### src/hw/otd_defs.svh
`ifndef OTD_DEFS_SVH
`define OTD_DEFS_SVH

// ----------------------------------------
// widths
// ----------------------------------------
`define OTD_ADDR_W          10
`define OTD_BUS_W           32
`define OTD_REG_W           24
`define OTD_PIN_SEL_W       16

// ----------------------------------------
// register offsets
// ----------------------------------------
`define OTD_A_PIN_SEL       10'h110
`define OTD_A_VOLT_LIM      10'h224
`define OTD_A_CUR_LIM       10'h225
`define OTD_A_PRI_EN        10'h22C
`define OTD_A_PRI_FLAGS     10'h22D
`define OTD_A_PRI_CLR       10'h22E
`define OTD_A_SEC_EN        10'h22F
`define OTD_A_SEC_FLAGS     10'h230
`define OTD_A_SEC_CLR       10'h231

// ----------------------------------------
// flag bit positions
// ----------------------------------------
`define OTD_BIT_VOLT_OVER   16
`define OTD_BIT_CHAN_A_OVER 13
`define OTD_BIT_CHAN_B_OVER 13
`define OTD_BIT_RESET_DONE  20

// ----------------------------------------
// reset values
// ----------------------------------------
`define OTD_LIMIT_RST       24'hFFFFFF
`define OTD_PIN_SEL_RST     16'h0000
`define OTD_PRI_EN_RST      24'h100000
`define OTD_SEC_EN_RST      24'h000000
`define OTD_FLAGS_RST       24'h000000
`define OTD_FLAGS_ALL       24'hFFFFFF

`endif

### src/hw/otd_pkg.sv
package otd_pkg;

    // pin function codes
    typedef enum logic [3:0] {
        OTD_F_VOLT_ZX   = 4'h0,
        OTD_F_CUR_ZX    = 4'h1,
        OTD_F_REV_PWR   = 4'h2,
        OTD_F_SAG       = 4'h3,
        OTD_F_NL_ACT_A  = 4'h4,
        OTD_F_NL_ACT_B  = 4'h5,
        OTD_F_NL_REA_A  = 4'h6,
        OTD_F_NL_REA_B  = 4'h7,
        OTD_F_WAVE_RDY  = 4'h8,
        OTD_F_SEC_IRQ   = 4'h9
    } otd_func_type;

    // pin_function_select layout
    typedef struct packed {
        logic       spare;
        logic [2:0] alt_en;
        logic [3:0] pin20_function_field;
        logic [3:0] pin21_function_field;
        logic [3:0] pin1_function_field;
    } otd_pin_sel_type;

    // live conditions from neighbouring blocks
    typedef struct packed {
        logic       volt_zero_cross;
        logic       current_zero_cross;
        logic       reverse_power;
        logic       sag;
        logic [3:0] no_load;
        logic       wave_ready;
    } otd_live_type;

endpackage

### src/hw/otd_top.sv
`include "otd_defs.svh"

module otd_top #(
    parameter int DATA_W = 24
) (
    // clock and reset
    input  wire logic                    clk_in,
    input  wire logic                    rst_b_in,
    input  wire logic                    soft_reset_in,
    // samples
    input  wire logic                    sample_valid_in,
    input  wire logic [DATA_W-1:0]       volt_sample_in,
    input  wire logic [DATA_W-1:0]       chan_a_sample_in,
    input  wire logic [DATA_W-1:0]       chan_b_sample_in,
    // live conditions
    input  wire otd_pkg::otd_live_type   live_in,
    // register port
    input  wire logic                    reg_wr_in,
    input  wire logic                    reg_rd_in,
    input  wire logic [`OTD_ADDR_W-1:0]  reg_addr_in,
    input  wire logic [`OTD_BUS_W-1:0]   reg_wdata_in,
    output logic      [`OTD_BUS_W-1:0]   reg_rdata_out,
    output logic                         reg_rvalid_out,
    // pins
    output logic                         irq_b_out,
    output logic                         pin1_out,
    output logic                         pin21_out,
    output logic                         pin20_out
);

    // ----------------------------------------
    // elaboration checks
    // ----------------------------------------
    if (DATA_W != 24 && DATA_W != 32) begin : g_bad_width
        $error("DATA_W must be 24 or 32");
    end

    // ----------------------------------------
    // functions
    // ----------------------------------------

    // unsigned magnitude of a two's complement sample
    function automatic logic [DATA_W-1:0] mag(input logic [DATA_W-1:0] s);
        mag = s[DATA_W-1] ? (~s + DATA_W'(1)) : s;
    endfunction

    // level of one multi-purpose pin
    function automatic logic pin_level(
        input otd_pkg::otd_live_type live,
        input logic                  sec_irq_b,
        input logic                  alt_en,
        input logic [3:0]            field,
        input logic [3:0]            dflt
    );
        logic [3:0] code;
        code = alt_en ? field : dflt;
        unique case (code)
            otd_pkg::OTD_F_VOLT_ZX:  pin_level = live.volt_zero_cross;
            otd_pkg::OTD_F_CUR_ZX:   pin_level = live.current_zero_cross;
            otd_pkg::OTD_F_REV_PWR:  pin_level = live.reverse_power;
            otd_pkg::OTD_F_SAG:      pin_level = live.sag;
            otd_pkg::OTD_F_NL_ACT_A: pin_level = live.no_load[0];
            otd_pkg::OTD_F_NL_ACT_B: pin_level = live.no_load[1];
            otd_pkg::OTD_F_NL_REA_A: pin_level = live.no_load[2];
            otd_pkg::OTD_F_NL_REA_B: pin_level = live.no_load[3];
            otd_pkg::OTD_F_WAVE_RDY: pin_level = live.wave_ready;
            otd_pkg::OTD_F_SEC_IRQ:  pin_level = sec_irq_b;
            default:                 pin_level = 1'b1; // unused code idles high
        endcase
    endfunction

    // ----------------------------------------
    // registers
    // ----------------------------------------
    logic [DATA_W-1:0]          volt_limit_reg;
    logic [DATA_W-1:0]          current_limit_reg;
    otd_pkg::otd_pin_sel_type   pin_sel_reg;
    logic [`OTD_REG_W-1:0]      primary_enable_reg;
    logic [`OTD_REG_W-1:0]      secondary_enable_reg;
    logic [`OTD_REG_W-1:0]      primary_flags_reg;
    logic [`OTD_REG_W-1:0]      secondary_flags_reg;
    logic                       boot_reg;
    logic [`OTD_REG_W-1:0]      primary_flags_next;
    logic [`OTD_REG_W-1:0]      secondary_flags_next;

    // ----------------------------------------
    // address decode
    // ----------------------------------------
    wire wr_volt    = reg_wr_in && reg_addr_in == `OTD_A_VOLT_LIM;
    wire wr_cur     = reg_wr_in && reg_addr_in == `OTD_A_CUR_LIM;
    wire wr_pin     = reg_wr_in && reg_addr_in == `OTD_A_PIN_SEL;
    wire wr_pri_en  = reg_wr_in && reg_addr_in == `OTD_A_PRI_EN;
    wire wr_sec_en  = reg_wr_in && reg_addr_in == `OTD_A_SEC_EN;
    wire rd_pri_clr = reg_rd_in && reg_addr_in == `OTD_A_PRI_CLR;
    wire rd_sec_clr = reg_rd_in && reg_addr_in == `OTD_A_SEC_CLR;

    // ----------------------------------------
    // over-limit compare
    // ----------------------------------------
    wire [DATA_W-1:0] volt_mag   = mag(volt_sample_in);
    wire [DATA_W-1:0] chan_a_mag = mag(chan_a_sample_in);
    wire [DATA_W-1:0] chan_b_mag = mag(chan_b_sample_in);

    // strict compare on each new sample only
    wire volt_over   = sample_valid_in && (volt_mag > volt_limit_reg);
    wire chan_a_over = sample_valid_in && (chan_a_mag > current_limit_reg);
    wire chan_b_over = sample_valid_in && (chan_b_mag > current_limit_reg);

    // ----------------------------------------
    // flag set and clear terms
    // ----------------------------------------
    wire [`OTD_REG_W-1:0] primary_set =
        (`OTD_REG_W'(volt_over) << `OTD_BIT_VOLT_OVER) |
        (`OTD_REG_W'(chan_a_over) << `OTD_BIT_CHAN_A_OVER) |
        (`OTD_REG_W'(boot_reg) << `OTD_BIT_RESET_DONE);
    wire [`OTD_REG_W-1:0] secondary_set =
        `OTD_REG_W'(chan_b_over) << `OTD_BIT_CHAN_B_OVER;
    wire [`OTD_REG_W-1:0] primary_clr   = rd_pri_clr ? `OTD_FLAGS_ALL : `OTD_FLAGS_RST;
    wire [`OTD_REG_W-1:0] secondary_clr = rd_sec_clr ? `OTD_FLAGS_ALL : `OTD_FLAGS_RST;

    // set beats a clear in the same cycle; enables play no part
    assign primary_flags_next   = (primary_flags_reg & ~primary_clr) | primary_set;
    assign secondary_flags_next = (secondary_flags_reg & ~secondary_clr) | secondary_set;

    // ----------------------------------------
    // interrupt and pin terms
    // ----------------------------------------
    wire pri_irq = |(primary_flags_reg & primary_enable_reg);
    wire sec_irq = |(secondary_flags_reg & secondary_enable_reg);

    // pin levels; the secondary interrupt code follows secondary flags and enables
    wire pin1_level  = pin_level(live_in, ~sec_irq, pin_sel_reg.alt_en[0],
                                 pin_sel_reg.pin1_function_field, otd_pkg::OTD_F_VOLT_ZX);
    wire pin21_level = pin_level(live_in, ~sec_irq, pin_sel_reg.alt_en[1],
                                 pin_sel_reg.pin21_function_field, otd_pkg::OTD_F_CUR_ZX);
    wire pin20_level = pin_level(live_in, ~sec_irq, pin_sel_reg.alt_en[2],
                                 pin_sel_reg.pin20_function_field, otd_pkg::OTD_F_REV_PWR);

    // ----------------------------------------
    // read data select
    // ----------------------------------------
    wire [`OTD_BUS_W-1:0] rd_mux =
        (reg_addr_in == `OTD_A_VOLT_LIM)  ? `OTD_BUS_W'(volt_limit_reg) :
        (reg_addr_in == `OTD_A_CUR_LIM)   ? `OTD_BUS_W'(current_limit_reg) :
        (reg_addr_in == `OTD_A_PIN_SEL)   ? `OTD_BUS_W'(pin_sel_reg) :
        (reg_addr_in == `OTD_A_PRI_EN)    ? `OTD_BUS_W'(primary_enable_reg) :
        (reg_addr_in == `OTD_A_SEC_EN)    ? `OTD_BUS_W'(secondary_enable_reg) :
        (reg_addr_in == `OTD_A_PRI_FLAGS || reg_addr_in == `OTD_A_PRI_CLR)
                                          ? `OTD_BUS_W'(primary_flags_reg) :
        (reg_addr_in == `OTD_A_SEC_FLAGS || reg_addr_in == `OTD_A_SEC_CLR)
                                          ? `OTD_BUS_W'(secondary_flags_reg) :
        `OTD_BUS_W'(0);

    // ----------------------------------------
    // configuration registers
    // ----------------------------------------

    // limits
    always_ff @(posedge clk_in or negedge rst_b_in) begin
        if (!rst_b_in) begin
            volt_limit_reg    <= DATA_W'(`OTD_LIMIT_RST);
            current_limit_reg <= DATA_W'(`OTD_LIMIT_RST);
        end else if (soft_reset_in) begin
            volt_limit_reg    <= DATA_W'(`OTD_LIMIT_RST);
            current_limit_reg <= DATA_W'(`OTD_LIMIT_RST);
        end else begin
            if (wr_volt) volt_limit_reg <= reg_wdata_in[DATA_W-1:0];
            if (wr_cur) current_limit_reg <= reg_wdata_in[DATA_W-1:0];
        end
    end

    // pin select and enables
    always_ff @(posedge clk_in or negedge rst_b_in) begin
        if (!rst_b_in) begin
            pin_sel_reg          <= `OTD_PIN_SEL_RST;
            primary_enable_reg   <= `OTD_PRI_EN_RST;
            secondary_enable_reg <= `OTD_SEC_EN_RST;
        end else if (soft_reset_in) begin
            pin_sel_reg          <= `OTD_PIN_SEL_RST;
            primary_enable_reg   <= `OTD_PRI_EN_RST;
            secondary_enable_reg <= `OTD_SEC_EN_RST;
        end else begin
            if (wr_pin) pin_sel_reg <= reg_wdata_in[`OTD_PIN_SEL_W-1:0];
            if (wr_pri_en) primary_enable_reg <= reg_wdata_in[`OTD_REG_W-1:0];
            if (wr_sec_en) secondary_enable_reg <= reg_wdata_in[`OTD_REG_W-1:0];
        end
    end

    // ----------------------------------------
    // status flags
    // ----------------------------------------

    // reset-done request, one cycle after any reset
    always_ff @(posedge clk_in or negedge rst_b_in) begin
        if (!rst_b_in) begin
            boot_reg <= 1'b1;
        end else begin
            boot_reg <= soft_reset_in;
        end
    end

    // latched flags
    always_ff @(posedge clk_in or negedge rst_b_in) begin
        if (!rst_b_in) begin
            primary_flags_reg   <= `OTD_FLAGS_RST;
            secondary_flags_reg <= `OTD_FLAGS_RST;
        end else if (soft_reset_in) begin
            primary_flags_reg   <= `OTD_FLAGS_RST;
            secondary_flags_reg <= `OTD_FLAGS_RST;
        end else begin
            primary_flags_reg   <= primary_flags_next;
            secondary_flags_reg <= secondary_flags_next;
        end
    end

    // ----------------------------------------
    // outputs
    // ----------------------------------------

    // read answer, value before any clear
    always_ff @(posedge clk_in or negedge rst_b_in) begin
        if (!rst_b_in) begin
            reg_rdata_out  <= `OTD_BUS_W'(0);
            reg_rvalid_out <= 1'b0;
        end else begin
            reg_rdata_out  <= reg_rd_in ? rd_mux : reg_rdata_out;
            reg_rvalid_out <= reg_rd_in;
        end
    end

    // interrupt and multi-purpose pins
    always_ff @(posedge clk_in or negedge rst_b_in) begin
        if (!rst_b_in) begin
            irq_b_out <= 1'b1;
            pin1_out  <= 1'b1;
            pin21_out <= 1'b1;
            pin20_out <= 1'b1;
        end else begin
            irq_b_out <= ~pri_irq;
            pin1_out  <= pin1_level;
            pin21_out <= pin21_level;
            pin20_out <= pin20_level;
        end
    end
endmodule

### config.mk
export PLATFORM = sky130hd
export DESIGN_NAME = otd_top
export DESIGN_NICKNAME = d
export VERILOG_FILES = /design/src/hw/otd_pkg.sv /design/src/hw/otd_top.sv
export VERILOG_INCLUDE_DIRS = /design/src /design/src/hw
export SDC_FILE = /design/constraint.sdc
export NUM_CORES = 1
export LEC_CHECK = 0
export BUFFER_PORTS_ARGS = -buffer_cell sky130_fd_sc_hd__buf_2
export CORE_ASPECT_RATIO = 0.6
export CORE_MARGIN = 3
export CORE_UTILIZATION = 50
export DETAILED_ROUTE_END_ITERATION = 16
export GPL_TIMING_DRIVEN = 0
export PLACE_DENSITY_LB_ADDON = 0.12
export SYNTH_ARGS = -nofsm -noshare
export SYNTH_HDL_FRONTEND = slang
export SYNTH_SLANG_ARGS = --single-unit
### constraint.sdc
create_clock -name clk_in -period 2.55 [get_ports clk_in]
set_clock_uncertainty 0.15 [all_clocks]
set_input_delay 0.1275 -clock clk_in [delete_from_list [all_inputs] [get_ports clk_in]]
set_output_delay 0.1275 -clock clk_in [all_outputs]
set_load 0.01 [all_outputs]
==> After elaboration in Yosys (flattened, before gate mapping) <==
Index checks and enable logic that the tools add are counted.
{ "op_classes": {"n_lt_le_gt_ge": 3, "eq_ne": 36, "bitwise_logic": 15, "n_mux": 30, "n_reduce_logical": 22, "add_sub_neg": 3} }
{ "ops": {"columns": ["op", "n"], "rows": [
  ["24-bit 2-to-1 mux", 22],
  ["24-bit NOT", 5],
  ["24-bit bitwise AND", 4],
  ["10-bit == test (second input constant)", 8],
  ["24-bit by 1-bit adder with 24-bit output (second input constant)", 3],
  ["24-bit > comparator", 3],
  ["4-bit by 3-bit == test with 1-bit output (second input constant)", 12],
  ["24-bit OR reduction", 2],
  ["16-bit 2-to-1 mux", 2],
  ["1-bit one-hot mux with 10 select lines", 3],
  ["4-bit by 2-bit == test with 1-bit output (second input constant)", 6],
  ["4-bit == test (second input constant)", 6],
  ["24-bit by 14-bit OR with 24-bit output", 1],
  ["24-bit by 21-bit OR with 24-bit output", 1],
  ["17-bit by 21-bit OR with 21-bit output", 1],
  ["17-bit by 14-bit OR with 17-bit output", 1],
  ["4-bit by 1-bit == test with 1-bit output (second input constant)", 3],
  ["4-bit logical NOT", 3],
  ["4-bit 2-to-1 mux", 3],
  ["10-bit by 9-bit == test with 1-bit output (second input constant)", 1],
  ["1-bit logical AND", 10],
  ["2-bit nonzero test", 5],
  ["1-bit logical OR", 2],
  ["1-bit NOT", 2]
]} }
{ "totals": {"regBits": 198, "word_cells": 127, "in_bits": 129, "output_inout_bits": 37} }

==> Depth between registers and ports, before layout <==
{ "depth": {"word_depth": 9, "ltp_mapped": 15, "ltp_nobuf": 15} }

==> Least setup slack after synthesis <==
OpenSTA, ideal clock, no wires.
{ "synth_timing": {"path_kind": "input port to flip-flop", "start": "input chan_a_sample_in[0]", "end": "register primary_flags_reg[13]", "path_stages": 13, "path_slack_ps": -1207, "required_ps": 2279, "path_buffers": 0, "t_arrival_ps": 3486, "setup_time_ps": 121, "cell_sequence": "or3_2 > or4_4 > or4_4 > nand2b_4 > o31ai_4 > xnor2_1 > ha_1 > nand4_1 > nor2_1 > a211o_1 > a2111oi_0 > o211ai_1 > a22o_1"} }
{ "synth_between": {"elab_chain_len": 9} }
{ "synth_rtl": {"columns": ["item", "line", "source"], "rows": [
  ["from (decl)", "otd_top.sv:13", "input wire logic [DATA_W-1:0] chan_a_sample_in,"],
  ["24-bit NOT", "otd_top.sv:44", "mag = s[DATA_W-1] ? (~s + DATA_W'(1)) : s;"],
  ["24-bit by 1-bit adder with 24-bit output", "otd_top.sv:44", null],
  ["24-bit 2-to-1 mux *", "otd_top.sv:44", null],
  ["24-bit > comparator *", "otd_top.sv:106", "wire chan_a_over = sample_valid_in && (chan_a_mag > current_limit_reg);"],
  ["1-bit logical AND *", "otd_top.sv:106", null],
  ["17-bit by 14-bit OR with 17-bit output *", "otd_top.sv:113", "(`OTD_REG_W'(volt_over) << `OTD_BIT_VOLT_OVER) |"],
  ["17-bit by 21-bit OR with 21-bit output *", "otd_top.sv:113", null],
  ["24-bit by 21-bit OR with 24-bit output *", "otd_top.sv:122", "assign primary_flags_next = (primary_flags_reg & ~primary_clr) | primary_set;"],
  ["24-bit 2-to-1 mux *", "otd_top.sv:207", "end else if (soft_reset_in) begin"],
  ["to (signal assigned)", "otd_top.sv:205", "primary_flags_reg <= `OTD_FLAGS_RST;"],
  ["to (signal assigned)", "otd_top.sv:208", "primary_flags_reg <= `OTD_FLAGS_RST;"],
  ["to (signal assigned)", "otd_top.sv:211", "primary_flags_reg <= primary_flags_next;"],
  ["to (decl)", "otd_top.sv:80", "logic [`OTD_REG_W-1:0] primary_flags_reg;"]
]} }
Mark *: on every way between the ends. The rest lies on a longest branch, timed or not.
A chain may end at the register's enable or synchronous reset.

==> Final worst setup path <==
{ "layout_timing": {"start": "input chan_a_sample_in[6]", "end": "register primary_flags_reg[13]"} }
The elaborated chain is that of the path after synthesis.

==> reports/qor.txt <==
failing checks -> negative setup slack
HPWL Detailed -> 36.9 mm
final net count -> 1786
largest net degree at the start of global routing -> 103
die width -> 206 um
Pre-antenna DRT Iters -> 8
Comb pwr share -> 0.142
Gate Count Post-Synth -> 1371
gp weighted congestion -> 1.05
DRC Markers -> 0
fin. max-slew vios -> 0
CTS Buf Count -> 17
worst skew pair latency -> 450 ps
Clock Root Buffer -> clkbuf_16
top-area cell type share of the netlist area -> 0.282
FF-to-FF End -> primary_flags_reg[13]
ANT nets after route -> 0
Final Core Density -> 0.619
crit path capture type -> flop
most frequent cells in the layout -> nand2_1, buf_2, a21oi_1, dfrtp_1, ha_1
post-route setup slack -> -1110 ps
Yosys warning total -> 0
final setup TNS -> -1670 ps
critical path required time -> 2750 ps
slew margin rel. -> 0.363
sequential share of power -> 0.458
status -> finished with violations
drt wl/cell -> 24.8 um
crit path DAT -> 3850 ps
Starting Density -> 0.515
synthesized area -> 12100 sq um
CTS max path bufs -> 2
total clock sinks -> 190
Fill cells -> 2066
vias in the first global route -> 11300
crit-path leading delay family -> simple AND/OR/NAND/NOR gates
Avg Vias per Cell -> 6.31
Period Utilization, post-route -> 1.43
maxcap violations -> 0
synthesized flop and latch total -> 190
worst hold path type -> in2reg
Slowest cell on crit path -> or4_4
gr usage total -> 0.362
Reg clk slew, reported paths -> 70 ps
FMAX -> 273 MHz
switch share -> 0.276
Switch Pwr -> 0.00183 W
syn avg cell area -> 8.79 sq um
first-pass GRT wire length -> 69.9 mm
most used cell, CP -> or4_4
Lkg Pwr -> 6.67 nW
worst hold path startpoint -> sample_valid_in
post-synth top area cell -> dfrtp_1
pre-CTS WS -> -1630 ps
EDFF count, synth -> 0
critical path, cell by cell -> buf_2, or4_4, or4_4, or4_4, nand2b_4, o21ai_2, xnor2_1, ha_1, a21oi_1, nand2_1, a211o_1, a2111oi_4, o211ai_1, a22o_1
delay of the slowest critical-path stage -> 540 ps
Buf/Inv on CP -> 1
clock share of power -> 0.400
DR vias -> 12100
commonest non-fill, non-tap cell in the layout -> nand2_1
Least-Margin Pin Slew -> 951 ps
final hold viol count -> 0
num rows -> 43
Setup CP Type -> in2reg
Distinct cells, synth -> 70
initial antenna violation count -> 0
io pins -> 166
layout cells sized above 1 -> 0.194
total power -> 0.00664 W
global route overflow -> 0
die area -> 26100 sq um
RR Startpoint -> current_limit_reg[20]
routed wire length -> 47.4 mm
crit path launch -> chan_a_sample_in[6]
flop-to-flop setup slack -> 10 ps
Tmin final -> 3660 ps
Pwr Density -> 459 nW/um^2
H-Tree Depth -> 4
Reg2Reg Depth -> 8
worst vdd ir -> 0.394 mV
Final Setup Violations -> 4
core area -> 23400 sq um
Die Height -> 126 um
top_reg_cell synth -> dfrtp_1
PortBufs -> 148
Critical Path Source Type -> input port
RSZ-0062 raised after global routing -> true
area delta synth->final -> 20.1%
Levels on crit path -> 14
DRT iter0 DRCs -> 1307
post-synthesis sequential area ratio -> 0.400
crit path max fanout -> 4
largest cells by area after synthesis -> dfrtp_1, dfstp_2, ha_1
Internal Power -> 0.00481 W
Worst setup endpoint -> primary_flags_reg[13]
hold_ws -> 29.7 ps
TritonCTS clock tree -> done
share of flip-flops with an asynchronous set or reset -> 1.00
-- power by group through the flow --
stage	clock, W	combinational, W	sequential [W]
2_1_floorplan	0	0.000423	0.00310
3_3_place_gp	0	0.000828	0.00310
3_5_place_dp	0	0.000847	0.00310
4_1_cts	0.00266	0.000907	0.00304
5_1_grt	0.00280	0.00102	0.00304
6_report	0.00265	0.000942	0.00304
-- metrics by stage --
step / instance area [sq um] / std cells
global placement: 13300 / 1841
finish: 14500 / 1911
CTS: 14400 / 1907
floorplan: 12200 / 1378
detailed placement: 13300 / 1842
global route: 14500 / 1910
-- area by class of cell --
class / instances / area, sq um / area share
multi-input cells: 1034 / 6900 / 0.477
repair buffers: 186 / 1170 / 0.0810
diodes: 1 / 2.50 / 0.000173
flip-flops and latches: 190 / 4820 / 0.333
clock inverters: 11 / 108 / 0.00743
well taps: 315 / 394 / 0.0272
plain buffers: 85 / 359 / 0.0248
inverters: 68 / 255 / 0.0176
clock buffers: 21 / 462 / 0.0319
-- synth_stat cells (10+ instances only) --
library cell  number
nor4_1            11
a22o_1            18
nand2_1          232
nor2_1            31
nand3b_1          28
or3_1             10
dfrtp_1          136
dfstp_2           54
a221o_1           10
a22oi_1           31
nor3_1            25
o21ai_0           75
a21oi_1          136
ha_1              75
and2_1            46
xnor2_1           59
nand4_1           20
o31ai_1           19
inv_1             68
nand3_1           35
o22a_1            23
clkbuf_1          70
-- layer usage --
layer,GRT usage,share of wire,vias to the layer above
met5,0,0,-
met2,0.487,0.40,710
met3,0.138,0.14,48
met4,0.0586,0.011,0
met1,0.557,0.45,5949
li1,-,-,5358
-- worst reg2reg max path, cell delays in order, from the launching register on --
cell and delay (ps):
dfstp_2 530, inv_1 90, ha_1 340, a21oi_1 170, nand2_1 80, a211o_1 320
a2111oi_4 410, o211ai_1 150, a22o_1 190
-- kinds of logic after synthesis --
group	Yosys count	share of synthesized area
and+or+nand+nor	478	0.196
AOI/OAI and AO/OA	402	0.221
DFF	190	0.400
buffers and inverters	154	0.0509
adders and majority gates	75	0.0779
xor gates and xnor gates	65	0.0472
muxes	6	0.00633
other	1	0.000311
-- how the worst min path moves through the flow --
stage	endpoint	slack, ps	depth (start not counted)
3_3_place_gp	reg_rvalid_out	100	1
4_1_cts	secondary_flags_reg[13]	0.5	4
3_5_place_dp	secondary_flags_reg[18]	10	1
2_1_floorplan	pin_sel_reg[0]	-320	0
5_1_grt	secondary_flags_reg[13]	20	4
6_report	secondary_flags_reg[13]	30	4
-- repair_timing --
action / 4_1_cts / 5_1_grt
buffers inserted: 2 / 4
endpoints found under the setup margin: 71 / 53
hold buffers: 31 / 0
pin swaps: 6 / 11
endpoints found under the hold margin: 205 / 0
gates resized for setup: 33 / 16
Note: power is estimated with default switching activity, not from simulation.
